$ cat src/rtl/chgdet_pkg.sv
// Purpose: Shared constants and types for the charger detect takeover block
// Assumes: 200 MHz register clock, classic Wishbone register access
// Notes: Register offsets are byte addresses of aligned 32-bit words
package chgdet_pkg;

  // Clock and detection timing
  localparam int unsigned CLK_PERIOD_NS = 5;
  localparam int unsigned SETTLE_TIME_NS = 2000;
  // Least time, so round up to whole cycles
  localparam int unsigned SETTLE_CYC = (SETTLE_TIME_NS + CLK_PERIOD_NS - 1) / CLK_PERIOD_NS;
  localparam int unsigned CNT_W = 9;
  localparam logic [CNT_W-1:0] SETTLE_LAST = CNT_W'(SETTLE_CYC - 1);

  // Register map
  localparam int unsigned ADR_W = 4;
  localparam logic [ADR_W-1:0] CTRL_OFFSET = 4'h0;
  localparam logic [ADR_W-1:0] CFG_OFFSET = 4'h4;

  // Control register fields
  localparam int unsigned MANUAL_BIT = 0;
  localparam int unsigned FOUND_BIT = 1;
  localparam int unsigned SPARE_LO = 2;
  localparam int unsigned SPARE_HI = 4;
  localparam int unsigned DM_ABOVE_BIT = 5;
  localparam int unsigned SENSE_BIT = 6;
  localparam int unsigned IND_BIT = 7;

  // Configuration register fields
  localparam int unsigned POL_BIT = 0;
  localparam int unsigned DET_EN_BIT = 1;

  // Reset values
  localparam logic [2:0] SPARE_RESET = 3'h0;
  localparam logic CTRL_BIT_RESET = 1'b0;
  localparam logic CFG_BIT_RESET = 1'b0;

  // Input synchroniser width
  localparam int unsigned SYNC_W = 2;

  typedef enum logic [1:0] {
    detect_idle_state = 2'b00,
    det_source = 2'b01,
    det_sample = 2'b10,
    det_done = 2'b11
  } det_state_e;

  typedef struct packed {
    logic dead_battery;
    logic dm_above_ref;
  } sense_in_s;

  typedef struct packed {
    logic charger_indication;
    logic dplus_sense_source_enable;
    logic [2:0] spare;
    logic manual_takeover;
  } ctrl_s;

  typedef struct packed {
    logic flag_pin_polarity;
    logic detect_enable;
  } cfg_s;

  typedef struct packed {
    logic pin;
    logic pin_oe;
    logic dplus_src;
    logic circuit_en;
  } pins_s;

endpackage

$ cat src/rtl/charger_detect_sw_takeover.sv
// Purpose: Charger detection control with software takeover of the flag pin
// Assumes: Classic Wishbone master; sense inputs are asynchronous pins
// Notes: Control register at CTRL_OFFSET, configuration at CFG_OFFSET
`timescale 1ns/1ps
`default_nettype none
module charger_detect_sw_takeover (
  input wire logic clk_i,
  input wire logic rst_i,
  input wire logic [chgdet_pkg::ADR_W-1:0] adr_i,
  input wire logic [31:0] dat_i,
  output logic [31:0] dat_o,
  input wire logic [3:0] sel_i,
  input wire logic we_i,
  input wire logic cyc_i,
  input wire logic stb_i,
  output logic ack_o,
  input wire chgdet_pkg::sense_in_s detect_sense_i,
  output logic charger_flag_pin_o,
  output logic charger_flag_pin_oe_o,
  output logic dplus_source_voltage_on_o,
  output logic detect_circuit_en_o
);

  function automatic logic src_active(input chgdet_pkg::det_state_e s, input logic dead);
    src_active = (s == chgdet_pkg::det_source) || (s == chgdet_pkg::det_sample) ||
                 ((s == chgdet_pkg::det_done) && dead);
  endfunction

  // Synchronised sense inputs
  chgdet_pkg::sense_in_s sense_s;
  logic [chgdet_pkg::SYNC_W-1:0] sense_raw;

  pin_sync u_sync (
    .clk_i(clk_i),
    .rst_i(rst_i),
    .async_i(detect_sense_i),
    .sync_o(sense_raw)
  );

  assign sense_s = chgdet_pkg::sense_in_s'(sense_raw);

  // Bus slave state
  logic ack_d;
  logic [31:0] rdata_d;
  logic ctrl_sel;
  logic cfg_sel;
  logic wr_ctrl;
  logic wr_cfg;
  logic [7:0] ctrl_view;

  // Control state
  chgdet_pkg::ctrl_s ctrl_q;
  chgdet_pkg::ctrl_s ctrl_d;
  chgdet_pkg::cfg_s cfg_q;
  chgdet_pkg::cfg_s cfg_d;
  logic manual_prev_q;
  logic keep_q;
  logic keep_d;
  logic takeover_rise;
  logic port_found;

  // Detection machine state
  chgdet_pkg::det_state_e state_q;
  chgdet_pkg::det_state_e state_d;
  logic [chgdet_pkg::CNT_W-1:0] cnt_q;
  logic [chgdet_pkg::CNT_W-1:0] cnt_d;
  logic hw_found_q;
  logic hw_found_d;
  logic dead_started_q;
  logic dead_started_d;
  logic src_on;

  // Pin outputs
  chgdet_pkg::pins_s pins_q;
  chgdet_pkg::pins_s pins_d;

  assign ctrl_sel = (adr_i == chgdet_pkg::CTRL_OFFSET);
  assign cfg_sel = (adr_i == chgdet_pkg::CFG_OFFSET);
  // Write lands on the edge where the master sees ack
  assign wr_ctrl = cyc_i && stb_i && we_i && ack_o && ctrl_sel && sel_i[0];
  assign wr_cfg = cyc_i && stb_i && we_i && ack_o && cfg_sel && sel_i[0];

  assign takeover_rise = ctrl_q.manual_takeover && !manual_prev_q;
  assign port_found = ctrl_q.charger_indication && !ctrl_q.manual_takeover;
  assign src_on = src_active(state_q, dead_started_q);

  always_comb begin
    ctrl_view = 8'h00;
    ctrl_view[chgdet_pkg::MANUAL_BIT] = ctrl_q.manual_takeover;
    ctrl_view[chgdet_pkg::FOUND_BIT] = port_found;
    ctrl_view[chgdet_pkg::SPARE_HI:chgdet_pkg::SPARE_LO] = ctrl_q.spare;
    ctrl_view[chgdet_pkg::DM_ABOVE_BIT] = sense_s.dm_above_ref;
    ctrl_view[chgdet_pkg::SENSE_BIT] = ctrl_q.dplus_sense_source_enable;
    ctrl_view[chgdet_pkg::IND_BIT] = ctrl_q.charger_indication;
  end

  // Wishbone slave: ack one cycle after request, unmapped reads zero
  always_comb begin
    ack_d = cyc_i && stb_i && !ack_o;
    rdata_d = dat_o;
    if (cyc_i && stb_i && !ack_o) begin
      rdata_d = 32'h0000_0000;
      if (ctrl_sel) begin
        rdata_d[7:0] = ctrl_view;
      end else if (cfg_sel) begin
        rdata_d[chgdet_pkg::POL_BIT] = cfg_q.flag_pin_polarity;
        rdata_d[chgdet_pkg::DET_EN_BIT] = cfg_q.detect_enable;
      end
    end
  end

  always_ff @(posedge clk_i) begin
    if (rst_i) begin
      ack_o <= 1'b0;
      dat_o <= 32'h0000_0000;
    end else begin
      ack_o <= ack_d;
      dat_o <= rdata_d;
    end
  end

  // Control register and takeover capture
  always_comb begin
    ctrl_d = ctrl_q;
    cfg_d = cfg_q;
    keep_d = keep_q;
    if (wr_ctrl) begin
      ctrl_d.manual_takeover = dat_i[chgdet_pkg::MANUAL_BIT];
      ctrl_d.spare = dat_i[chgdet_pkg::SPARE_HI:chgdet_pkg::SPARE_LO];
      // software owns bits once taken over
      if (ctrl_q.manual_takeover) begin
        ctrl_d.charger_indication = dat_i[chgdet_pkg::IND_BIT];
        ctrl_d.dplus_sense_source_enable = dat_i[chgdet_pkg::SENSE_BIT];
      end
    end
    if (wr_cfg) begin
      cfg_d.flag_pin_polarity = dat_i[chgdet_pkg::POL_BIT];
      cfg_d.detect_enable = dat_i[chgdet_pkg::DET_EN_BIT];
    end
    // hardware owns sense enable without takeover
    if (!ctrl_q.manual_takeover) begin
      ctrl_d.charger_indication = hw_found_q;
      ctrl_d.dplus_sense_source_enable = src_on;
      keep_d = 1'b0;
    end
    if (takeover_rise) begin
      ctrl_d.charger_indication = hw_found_q;
      ctrl_d.dplus_sense_source_enable = src_on;
      keep_d = dead_started_q && (state_q != chgdet_pkg::detect_idle_state);
    end
  end

  always_ff @(posedge clk_i) begin
    if (rst_i) begin
      ctrl_q <= '{charger_indication: chgdet_pkg::CTRL_BIT_RESET,
                  dplus_sense_source_enable: chgdet_pkg::CTRL_BIT_RESET,
                  spare: chgdet_pkg::SPARE_RESET,
                  manual_takeover: chgdet_pkg::CTRL_BIT_RESET};
      cfg_q <= '{flag_pin_polarity: chgdet_pkg::CFG_BIT_RESET,
                 detect_enable: chgdet_pkg::CFG_BIT_RESET};
      manual_prev_q <= chgdet_pkg::CTRL_BIT_RESET;
      keep_q <= 1'b0;
    end else begin
      ctrl_q <= ctrl_d;
      cfg_q <= cfg_d;
      manual_prev_q <= ctrl_q.manual_takeover;
      keep_q <= keep_d;
    end
  end

  // Automatic detection: source, settle, sample, hold result
  always_comb begin
    state_d = state_q;
    cnt_d = cnt_q;
    hw_found_d = hw_found_q;
    dead_started_d = dead_started_q;
    if (ctrl_q.manual_takeover) begin
      state_d = chgdet_pkg::detect_idle_state;
      cnt_d = '0;
      hw_found_d = 1'b0;
      dead_started_d = 1'b0;
    end else begin
      unique case (state_q)
        chgdet_pkg::detect_idle_state: begin
          hw_found_d = 1'b0;
          cnt_d = '0;
          if (cfg_q.detect_enable || sense_s.dead_battery) begin
            state_d = chgdet_pkg::det_source;
            dead_started_d = sense_s.dead_battery;
          end
        end
        chgdet_pkg::det_source: begin
          cnt_d = cnt_q + 1'b1;
          if (cnt_q == chgdet_pkg::SETTLE_LAST) begin
            state_d = chgdet_pkg::det_sample;
          end
        end
        chgdet_pkg::det_sample: begin
          hw_found_d = sense_s.dm_above_ref;
          state_d = chgdet_pkg::det_done;
        end
        chgdet_pkg::det_done: begin
          if (!cfg_q.detect_enable && !sense_s.dead_battery) begin
            state_d = chgdet_pkg::detect_idle_state;
            dead_started_d = 1'b0;
          end
        end
      endcase
    end
  end

  always_ff @(posedge clk_i) begin
    if (rst_i) begin
      state_q <= chgdet_pkg::detect_idle_state;
      cnt_q <= '0;
      hw_found_q <= 1'b0;
      dead_started_q <= 1'b0;
    end else begin
      state_q <= state_d;
      cnt_q <= cnt_d;
      hw_found_q <= hw_found_d;
      dead_started_q <= dead_started_d;
    end
  end

  // Flag pin one cycle behind the register; analogue enables too under takeover, else registered from the machine
  always_comb begin
    // drive to polarity level, else release
    pins_d.pin_oe = ctrl_q.charger_indication;
    pins_d.pin = cfg_q.flag_pin_polarity;
    // D+ source stays on across takeover
    if (ctrl_q.manual_takeover) begin
      pins_d.dplus_src = ctrl_q.dplus_sense_source_enable;
      pins_d.circuit_en = keep_q || ctrl_q.dplus_sense_source_enable;
    end else begin
      pins_d.dplus_src = src_on;
      pins_d.circuit_en = (state_q != chgdet_pkg::detect_idle_state);
    end
  end

  always_ff @(posedge clk_i) begin
    if (rst_i) begin
      pins_q <= '0;
    end else begin
      pins_q <= pins_d;
    end
  end

  assign charger_flag_pin_o = pins_q.pin;
  assign charger_flag_pin_oe_o = pins_q.pin_oe;
  assign dplus_source_voltage_on_o = pins_q.dplus_src;
  assign detect_circuit_en_o = pins_q.circuit_en;

  // Checks
  chk_found_mirror: assert property (
    @(posedge clk_i) disable iff (rst_i)
    (cyc_i && stb_i && !ack_o && ctrl_sel && !ctrl_q.manual_takeover) |=>
      (dat_o[chgdet_pkg::FOUND_BIT] == dat_o[chgdet_pkg::IND_BIT]))
    else $error("port found differs from indication");

  chk_found_forced: assert property (
    @(posedge clk_i) disable iff (rst_i)
    (cyc_i && stb_i && !ack_o && ctrl_sel && ctrl_q.manual_takeover) |=>
      !dat_o[chgdet_pkg::FOUND_BIT])
    else $error("port found not forced low under takeover");

  chk_capture_result: assert property (
    @(posedge clk_i) disable iff (rst_i)
    takeover_rise |=> (ctrl_q.charger_indication == $past(hw_found_q))
      ##1 (charger_flag_pin_oe_o == $past(hw_found_q, 2)))
    else $error("indication not captured at takeover");

  chk_capture_source: assert property (
    @(posedge clk_i) disable iff (rst_i)
    takeover_rise |=> (ctrl_q.dplus_sense_source_enable == $past(src_on)))
    else $error("sense enable not captured at takeover");

  chk_machine_parks: assert property (
    @(posedge clk_i) disable iff (rst_i)
    takeover_rise |=> (state_q == chgdet_pkg::detect_idle_state) && !hw_found_q)
    else $error("detection machine not parked at takeover");

  chk_dead_keep: assert property (
    @(posedge clk_i) disable iff (rst_i)
    (takeover_rise && dead_started_q && src_on) |=> ##1
      (detect_circuit_en_o && dplus_source_voltage_on_o))
    else $error("dead battery detection dropped at takeover");

  chk_manual_write: assert property (
    @(posedge clk_i) disable iff (rst_i)
    (wr_ctrl && ctrl_q.manual_takeover && dat_i[chgdet_pkg::MANUAL_BIT]) |=>
      (ctrl_q.charger_indication == $past(dat_i[chgdet_pkg::IND_BIT])))
    else $error("indication write lost under takeover");

  chk_auto_readonly: assert property (
    @(posedge clk_i) disable iff (rst_i)
    (!ctrl_q.manual_takeover && !ctrl_d.manual_takeover) |=>
      (ctrl_q.dplus_sense_source_enable == $past(src_on)))
    else $error("sense enable not hardware driven");

  chk_pin_level: assert property (
    @(posedge clk_i) disable iff (rst_i)
    ctrl_q.charger_indication |=>
      (charger_flag_pin_oe_o && (charger_flag_pin_o == $past(cfg_q.flag_pin_polarity))))
    else $error("flag pin not driven to polarity level");

  chk_auto_return: assert property (
    @(posedge clk_i) disable iff (rst_i)
    $fell(ctrl_q.manual_takeover) |-> ##1 (ctrl_q.charger_indication == $past(hw_found_q)))
    else $error("indication not returned to detection");

  chk_ack_single: assert property (
    @(posedge clk_i) disable iff (rst_i)
    ack_o |=> !ack_o)
    else $error("ack held longer than one cycle");

endmodule
`default_nettype wire

$ cat src/rtl/pin_sync.sv
// Purpose: Three-stage input synchroniser with agreement filter
// Assumes: Inputs are asynchronous to clk_i
// Notes: Output moves only when stages two and three agree
`timescale 1ns/1ps
`default_nettype none
module pin_sync (
  input wire logic clk_i,
  input wire logic rst_i,
  input wire logic [chgdet_pkg::SYNC_W-1:0] async_i,
  output logic [chgdet_pkg::SYNC_W-1:0] sync_o
);

  logic [chgdet_pkg::SYNC_W-1:0] s1_q;
  logic [chgdet_pkg::SYNC_W-1:0] s2_q;
  logic [chgdet_pkg::SYNC_W-1:0] s3_q;
  logic [chgdet_pkg::SYNC_W-1:0] out_d;

  // First stage feeds only the second
  always_comb begin
    out_d = sync_o;
    for (int i = 0; i < chgdet_pkg::SYNC_W; i++) begin
      if (s2_q[i] == s3_q[i]) begin
        out_d[i] = s3_q[i];
      end
    end
  end

  always_ff @(posedge clk_i) begin
    if (rst_i) begin
      s1_q <= '0;
      s2_q <= '0;
      s3_q <= '0;
      sync_o <= '0;
    end else begin
      s1_q <= async_i;
      s2_q <= s1_q;
      s3_q <= s2_q;
      sync_o <= out_d;
    end
  end

endmodule
`default_nettype wire

$ cat config.mk
export PLATFORM = sky130hd
export DESIGN_NAME = charger_detect_sw_takeover
export DESIGN_NICKNAME = d
export VERILOG_FILES = /design/src/rtl/chgdet_pkg.sv /design/src/rtl/charger_detect_sw_takeover.sv /design/src/rtl/pin_sync.sv
export SDC_FILE = /design/constraint.sdc
export NUM_CORES = 1
export LEC_CHECK = 0
export BUFFER_PORTS_ARGS = -buffer_cell sky130_fd_sc_hd__buf_2
export CAP_MARGIN = 25
export CORE_AREA = 2 2 68 70
export CTS_BUF_LIST = sky130_fd_sc_hd__clkbuf_4 sky130_fd_sc_hd__clkbuf_8 sky130_fd_sc_hd__clkbuf_16
export CTS_CLUSTER_SIZE = 24
export DETAILED_ROUTE_END_ITERATION = 7
export DIE_AREA = 0 0 70 72
export GPL_TIMING_DRIVEN = 0
export HOLD_SLACK_MARGIN = 0.1
export PLACE_DENSITY = 0.76
export SETUP_SLACK_MARGIN = 0.5
export SYNTH_ARGS = -nofsm -noshare
export SYNTH_HDL_FRONTEND = slang
export SYNTH_HIERARCHICAL = 1
export SYNTH_SLANG_ARGS = --single-unit
$ cat constraint.sdc
create_clock -name clk_i -period 1.99 [get_ports clk_i]
set_input_delay 0.0995 -clock clk_i [delete_from_list [all_inputs] [get_ports clk_i]]
set_output_delay 0.0995 -clock clk_i [all_outputs]
set_load 0.05 [all_outputs]
==> impl_metrics.yaml, run 1 <==
final_layout:
  regArea_um2: 885
  multi_input_area_um2: 972
  fin_util: 0.577
  drive_gt1_frac: 0.285
  antenna_cells: 0
  fill_cells: 392
  syn_to_final_growth_pct: 24.9
  nets: 336
setup_path:
  worstPathMaxFanout: 9
  cp_cell_sequence: "inv_1 > ha_2 > buf_6 > or2_2 > a21bo_2 > a21oi_2"
  critPathRequiredTime_ns: 2.21
  path_buf_inv: 2
  startpoint_type: "flop"
  cpLargestDelayFamily: "flip-flops"
  crit_path_end_kind: "flop"
  slowest_stage: "dfxtp_2"
  worstSetupPathType: "reg -> reg"
  arrival_ns: 1.65
  cp_slowest_stage_delay_ns: 0.37
timing:
  fin_skew_ns: 0.00643
  tns_ns: 0
  final_max_slew_viol_count: 0
  fmax_mhz: 700
  slew_headroom: 0.669
  worst_pin_slew_ns: 0.492
  rsz0062_at_grt: "yes"
  report.final.setup_viol: 0
  min_period_ns: 1.43
  whs_ns: 0.146
  fin_crit_sh: 0.718
  hold_violations: 0
clock_tree:
  path_clk_slew_ns: 0.08
  clock_path_buffers: 2
  clk_latency_ns: 0.29
  cts_buffers: 5
  cts.sinks: 44
  cts_setup_buffers: 0
  htree_levels: 2
  tritoncts: "yes"
  clockRootBuffer: "clkbuf_8"
logic_synthesis:
  synthCells: 216
  netlist.area_leader.share: 0.447
  yosys.cell_count.top_type: "dfxtp_1"
  synth_edf_count: 0
  yosys_warnings: 6
  syn_avg_cell_area_um2: 9.12
  seq_area_frac_synth: 0.447
  ys_seq_elements: 44
  yosys.area.top_type: "dfxtp_1"
  yosysUniqueCellTypes: 34
  synth_ff_type: "dfxtp_1"
  synth_area_um2: 1970
  ys_async_sr_fraction: 0
  yosys-top-cells-count: "dfxtp_1, buf_4, a21oi_1, nand2_1, nor2_1"
  synth.area.top_cells: "dfxtp_1, buf_4, mux2i_1"
power:
  ir_drop_mv: 0.391
  powerDensity_nw_per_um2: 783
  p_leak_uw: 0.00111
drt:
  dr.first_iter.drc_count: 59
  ant_nets: 0
  drt_wl_total_um: 3550
  drtPass1Iterations: 4
  avgRoutedWirePerCell_um: 10.6
  post-route-drc-count: 0
  avgViaCountPerCell: 4.65
  num_vias: 1563
floorplan:
  die_w_um: 70
  start_util: 0.462
  die_area_um2: 5040
  rows: 24
  io_pins: 84
  core_um2: 4260
  die_h_um: 72
grt:
  grt_max_degree: 15
  first_global_vias: 1413
  antenna_found_initial: 0
  grt_overflow_total: 0
  grt_usage: 0.144
  grt_pass1_wl_um: 5880
worst_hold_path:
  hold_path_class: "in -> reg"
job:
  cap_viol_max_count: 0
place:
  dpl.hpwl_um: 2640
  portBuffers: 31
  globalplace.congestion: 0.777
outcome:
  status: "finished, final reports clean"
==> per-layer routing <==
layer | track usage | up-vias | part of all wire
met2 | 0.266 | 44 | 0.49
met4 | 0.0449 | 0 | 0.012
li1 | - | 835 | -
met5 | 0 | - | 0
met3 | 0.0375 | 4 | 0.058
met1 | 0.162 | 680 | 0.44
==> cell type report <==
| type | count | share of cell area |
|---|---|---|
| timing repair buffer | 38 | 0.0915 |
| clock inverter | 2 | 0.00508 |
| sequential | 44 | 0.359 |
| tap | 52 | 0.0264 |
| inverter | 3 | 0.00458 |
| multi-input combinational | 161 | 0.395 |
| buffer | 31 | 0.0900 |
| clock buffer | 5 | 0.0280 |
==> registers in the layout, summed over array words and instances, names as in the netlist <==
name,cells
ack_o,1
cfg_q,2
charger_flag_pin_o,1
charger_flag_pin_oe_o,1
cnt_q,9
ctrl_q,6
dat_o,8
dead_started_q,1
detect_circuit_en_o,1
dplus_source_voltage_on_o,1
hw_found_q,1
keep_q,1
manual_prev_q,1
state_q,2
u_sync/s1_q,2
u_sync/s2_q,2
u_sync/s3_q,2
u_sync/sync_o,2
==> stage by stage <==
step / std cells / total power (uW) / worst slack (ns) / area (um2)
final: 336 / 1930 / 0.561 / 2460
after global routing: 336 / 2030 / 0.488 / 2460
after CTS: 336 / 1910 / 0.502 / 2440
after detailed placement: 322 / 1360 / 0.440 / 2280
after global placement: 322 / 1360 / 0.484 / 2280
after floorplan: 239 / 1290 / 0.595 / 2060
==> report_power, final <==
| part | switching (uW) | internal (uW) |
|---|---|---|
| Sequential | 18.8 | 908 |
| Clock | 291 | 238 |
| Combinational | 298 | 173 |
==> cell usage in the layout (no fill, tap or decap), types with 5 or more instances in the layout <==
cell,count
nor2b_1,9
mux2i_1,13
a21oi_1,18
clkbuf_8,5
nand2_1,18
conb_1,24
dlygate4sd3_1,7
buf_4,24
clkbuf_1,5
dfxtp_1,41
nand3_1,13
nor2_1,18
buf_2,31
==> cells by family (layout without fill, tap and decap cells) <==
family          Yosys count  in the layout  synth area share
compound gates           33             33            0.0991
xor+xnor                  3              3            0.0133
fa+ha+maj                 5              5            0.0317
buf+inv                  34             79             0.111
flops                    44             44             0.447
mux                      13             13            0.0660
other cells               1             24           0.00190
simple gates             83             83             0.230
==> timing repair <==
action | CTS | global route
setup endpoints to repair | 5 | 6
resized for setup | 4 | 11
pin swaps | 0 | 1
endpoints found under the hold margin | 8 | 0
hold buffers | 7 | 0
==> worst paths after layout <==
check / start / to / slack (ns) / depth (start not counted)
setup / recovery: state_q[0]$_SDFFE_PP0P_ / dead_started_q$_SDFFE_PP0P_ / 0.56 / 6
hold reg to reg: u_sync/s1_q[1]$_SDFF_PP0_ / u_sync/s2_q[1]$_SDFF_PP0_ / 0.44 / 1
hold / removal: rst_i / u_sync/s3_q[1]$_SDFF_PP0_ / 0.15 / 2
setup reg to reg: state_q[0]$_SDFFE_PP0P_ / dead_started_q$_SDFFE_PP0P_ / 0.56 / 6
(Power assumes the default switching activity.)
==> inputs of run 2 (changes only) <==
ABC_AREA = 1   (was unset)
CORE_AREA = 2 2 70 72   (was 2 2 68 70)
DIE_AREA = 0 0 72 74   (was 0 0 70 72)
clock period = 1.4 ns   (was 1.99 ns; I/O delays follow)
==> impl_metrics.yaml, run 2 <==
logic_synthesis:
  synth_compound_area_frac: 0.123
  synthAdderAreaFrac: 0.0297
  synth_ff_type: "dfxtp_1"
  yosys-top-cells-count: "nand2_1, dfxtp_1, nor2_1, inv_1, buf_4"
  yosys_warnings: 6
  yosysUniqueCellTypes: 28
  syn_avg_cell_area_um2: 7.47
  ys_seq_elements: 44
  synthCells: 282
  synth_area_um2: 2110
  yosys.cell_count.top_type: "nand2_1"
  synth.area.mux_share: 0
  yosys.area_share.simple: 0.259
  synth_top_family_by_area: "simple AND/OR/NAND/NOR gates"
  yosys.area.top_type: "dfxtp_1"
  synthXorXnorAreaFrac: 0
  netlist.area_leader.share: 0.418
  synth.area.top_cells: "dfxtp_1, buf_4, nand2_1"
  ys_async_sr_fraction: 0
  synth_edf_count: 0
  seq_area_frac_synth: 0.418
clock_tree:
  tritoncts: "yes"
  clock_path_buffers: 2
  htree_levels: 2
  clk_latency_ns: 0.30
  cts.sinks: 44
  clockRootBuffer: "clkbuf_8"
  cts_buffers: 5
  path_clk_slew_ns: 0.08
setup_path:
  arrival_ns: 1.45
  ff2ff_path_depth: 10
  regToRegEndpoint: "cnt_q[6]$_SDFFE_PP0P_"
  crit_path_end_kind: "flop"
  worstPathMaxFanout: 7
  cp-startpoint: "state_q[1]$_SDFFE_PP0P_"
  critPathRequiredTime_ns: 1.59
  crit-reg2reg-launch: "state_q[1]$_SDFFE_PP0P_"
  startpoint_type: "flop"
  crit_end: "cnt_q[6]$_SDFFE_PP0P_"
  worstSetupPathType: "reg -> reg"
  r2r_setup_slack_ns: 0.14
drt:
  dr_wl_met2_um: 2670
  top_layer_used: "met4"
  avgRoutedWirePerCell_um: 11.8
  wirelength_met1_um: 2130
  post-route-drc-count: 0
  num_vias: 2012
  wl_met3_um: 239
  ant_nets: 0
  drt_wl_total_um: 5100
  avgViaCountPerCell: 4.67
  drtPass1Iterations: 4
  dr.first_iter.drc_count: 95
timing:
  whs_ns: 0.108
  hold_violations: 0
  final_max_slew_viol_count: 0
  fin_skew_ns: 0.00854
  min_period_ns: 1.26
  fmax_mhz: 796
  rsz0062_at_grt: "yes"
  fin_crit_sh: 0.898
  tns_ns: 0
  report.final.setup_viol: 0
floorplan:
  die_w_um: 72
  die_h_um: 74
  core_um2: 4600
  start_util: 0.458
  die_area_um2: 5330
  rows: 25
  io_pins: 84
grt:
  grt_pass1_wl_um: 7400
  antenna_found_initial: 0
  grt_max_degree: 14
  first_global_vias: 1766
  grt_usage: 0.178
  grt_overflow_total: 0
final_layout:
  final_common_cell: "nand2_1"
  reg_top3: "cnt_q: 9 flops, dat_o: 8 flops, ctrl_q: 6 flops"
  syn_to_final_growth_pct: 52.1
  largest_reg_flops: 9
  top_register: "cnt_q"
  nets: 428
  antenna_cells: 0
  drive_gt1_frac: 0.462
  fin_util: 0.697
  layout_common_cells: "nand2_1, buf_4, nor2_1, dfxtp_1, inv_1"
power:
  powerDensity_nw_per_um2: 1250
  p_leak_uw: 0.00146
  ir_drop_mv: 0.644
worst_hold_path:
  hold_start: "dat_i[6]"
  hold_path_class: "in -> reg"
place:
  globalplace.congestion: 0.788
  portBuffers: 31
  dpl.hpwl_um: 2960
job:
  cap_viol_max_count: 0
outcome:
  status: "finished, final reports clean"
-- run 2: cell families (layout without fill, tap and decap cells) --
kind of cell / count (synthesis) / in the layout
other: 1 / 24
buffers and inverters: 66 / 138
DFF: 44 / 44
adders and majority gates: 5 / 5
AOI/OAI and AO/OA: 48 / 48
and+or+nand+nor: 118 / 118
-- run 2: how the worst min path moves through the flow --
stage / endpoint / slack (ns) / cells after the start
3_3_place_gp: u_sync/s1_q[0]$_SDFF_PP0_ / 0.28 / 3
2_1_floorplan: u_sync/s1_q[0]$_SDFF_PP0_ / 0.14 / 1
3_5_place_dp: u_sync/s1_q[1]$_SDFF_PP0_ / 0.28 / 3
6_report: ctrl_q[4]$_SDFFE_PP0P_ / 0.11 / 5
5_1_grt: ctrl_q[4]$_SDFFE_PP0P_ / 0.14 / 5
4_1_cts: ctrl_q[4]$_SDFFE_PP0P_ / 0.11 / 5
-- run 2: metal layers --
metal	global-route usage	up-vias
met5	0	-
met3	0.0488	7
li1	-	1028
met4	0.0503	0
met2	0.315	54
met1	0.213	923
-- run 2: layout make-up --
type	count	area, um2
clock buffer	6	76.3
multi-input combinational	195	1190
tap	54	67.6
sequential	44	911
timing repair buffer	64	548
clock inverter	2	35.0
fill	334	1390
inverter	37	144
buffer	29	228
-- run 2: power by group --
group          leakage [uW]  switching [uW]  internal [uW]
Combinational       0.00104             920            687
Clock             0.0000586             430            549
Sequential         0.000365            67.2           1340
Total               0.00146            1420           2570
-- run 2: through the flow --
stage | instances | worst slack [ns] | area [um2] | power, uW
2_1_floorplan | 305 | 0.224 | 2270 | 2260
3_3_place_gp | 390 | 0.118 | 2490 | 2420
3_5_place_dp | 390 | 0.0986 | 2490 | 2440
4_1_cts | 422 | 0.137 | 2980 | 3780
5_1_grt | 431 | 0.0847 | 3200 | 4170
6_report | 431 | 0.143 | 3200 | 3990
-- run 2: critical path, cell delays in order, from the launching register on --
cell     delay, ns
dfxtp_2       0.34
inv_4         0.07
ha_4          0.13
buf_8         0.13
nand2_4       0.06
nor2_4        0.11
nand2_1       0.08
inv_2         0.06
nand3_1       0.06
nand2_1       0.07
a21oi_1       0.04
-- run 2: timing repair --
action	in CTS	in global routing
resized for setup	54	48
setup buffers	14	9
endpoints found under the hold margin	11	0
cloned	1	0
pin swaps	20	19
endpoints found under the setup margin	41	40
hold buffers	9	0
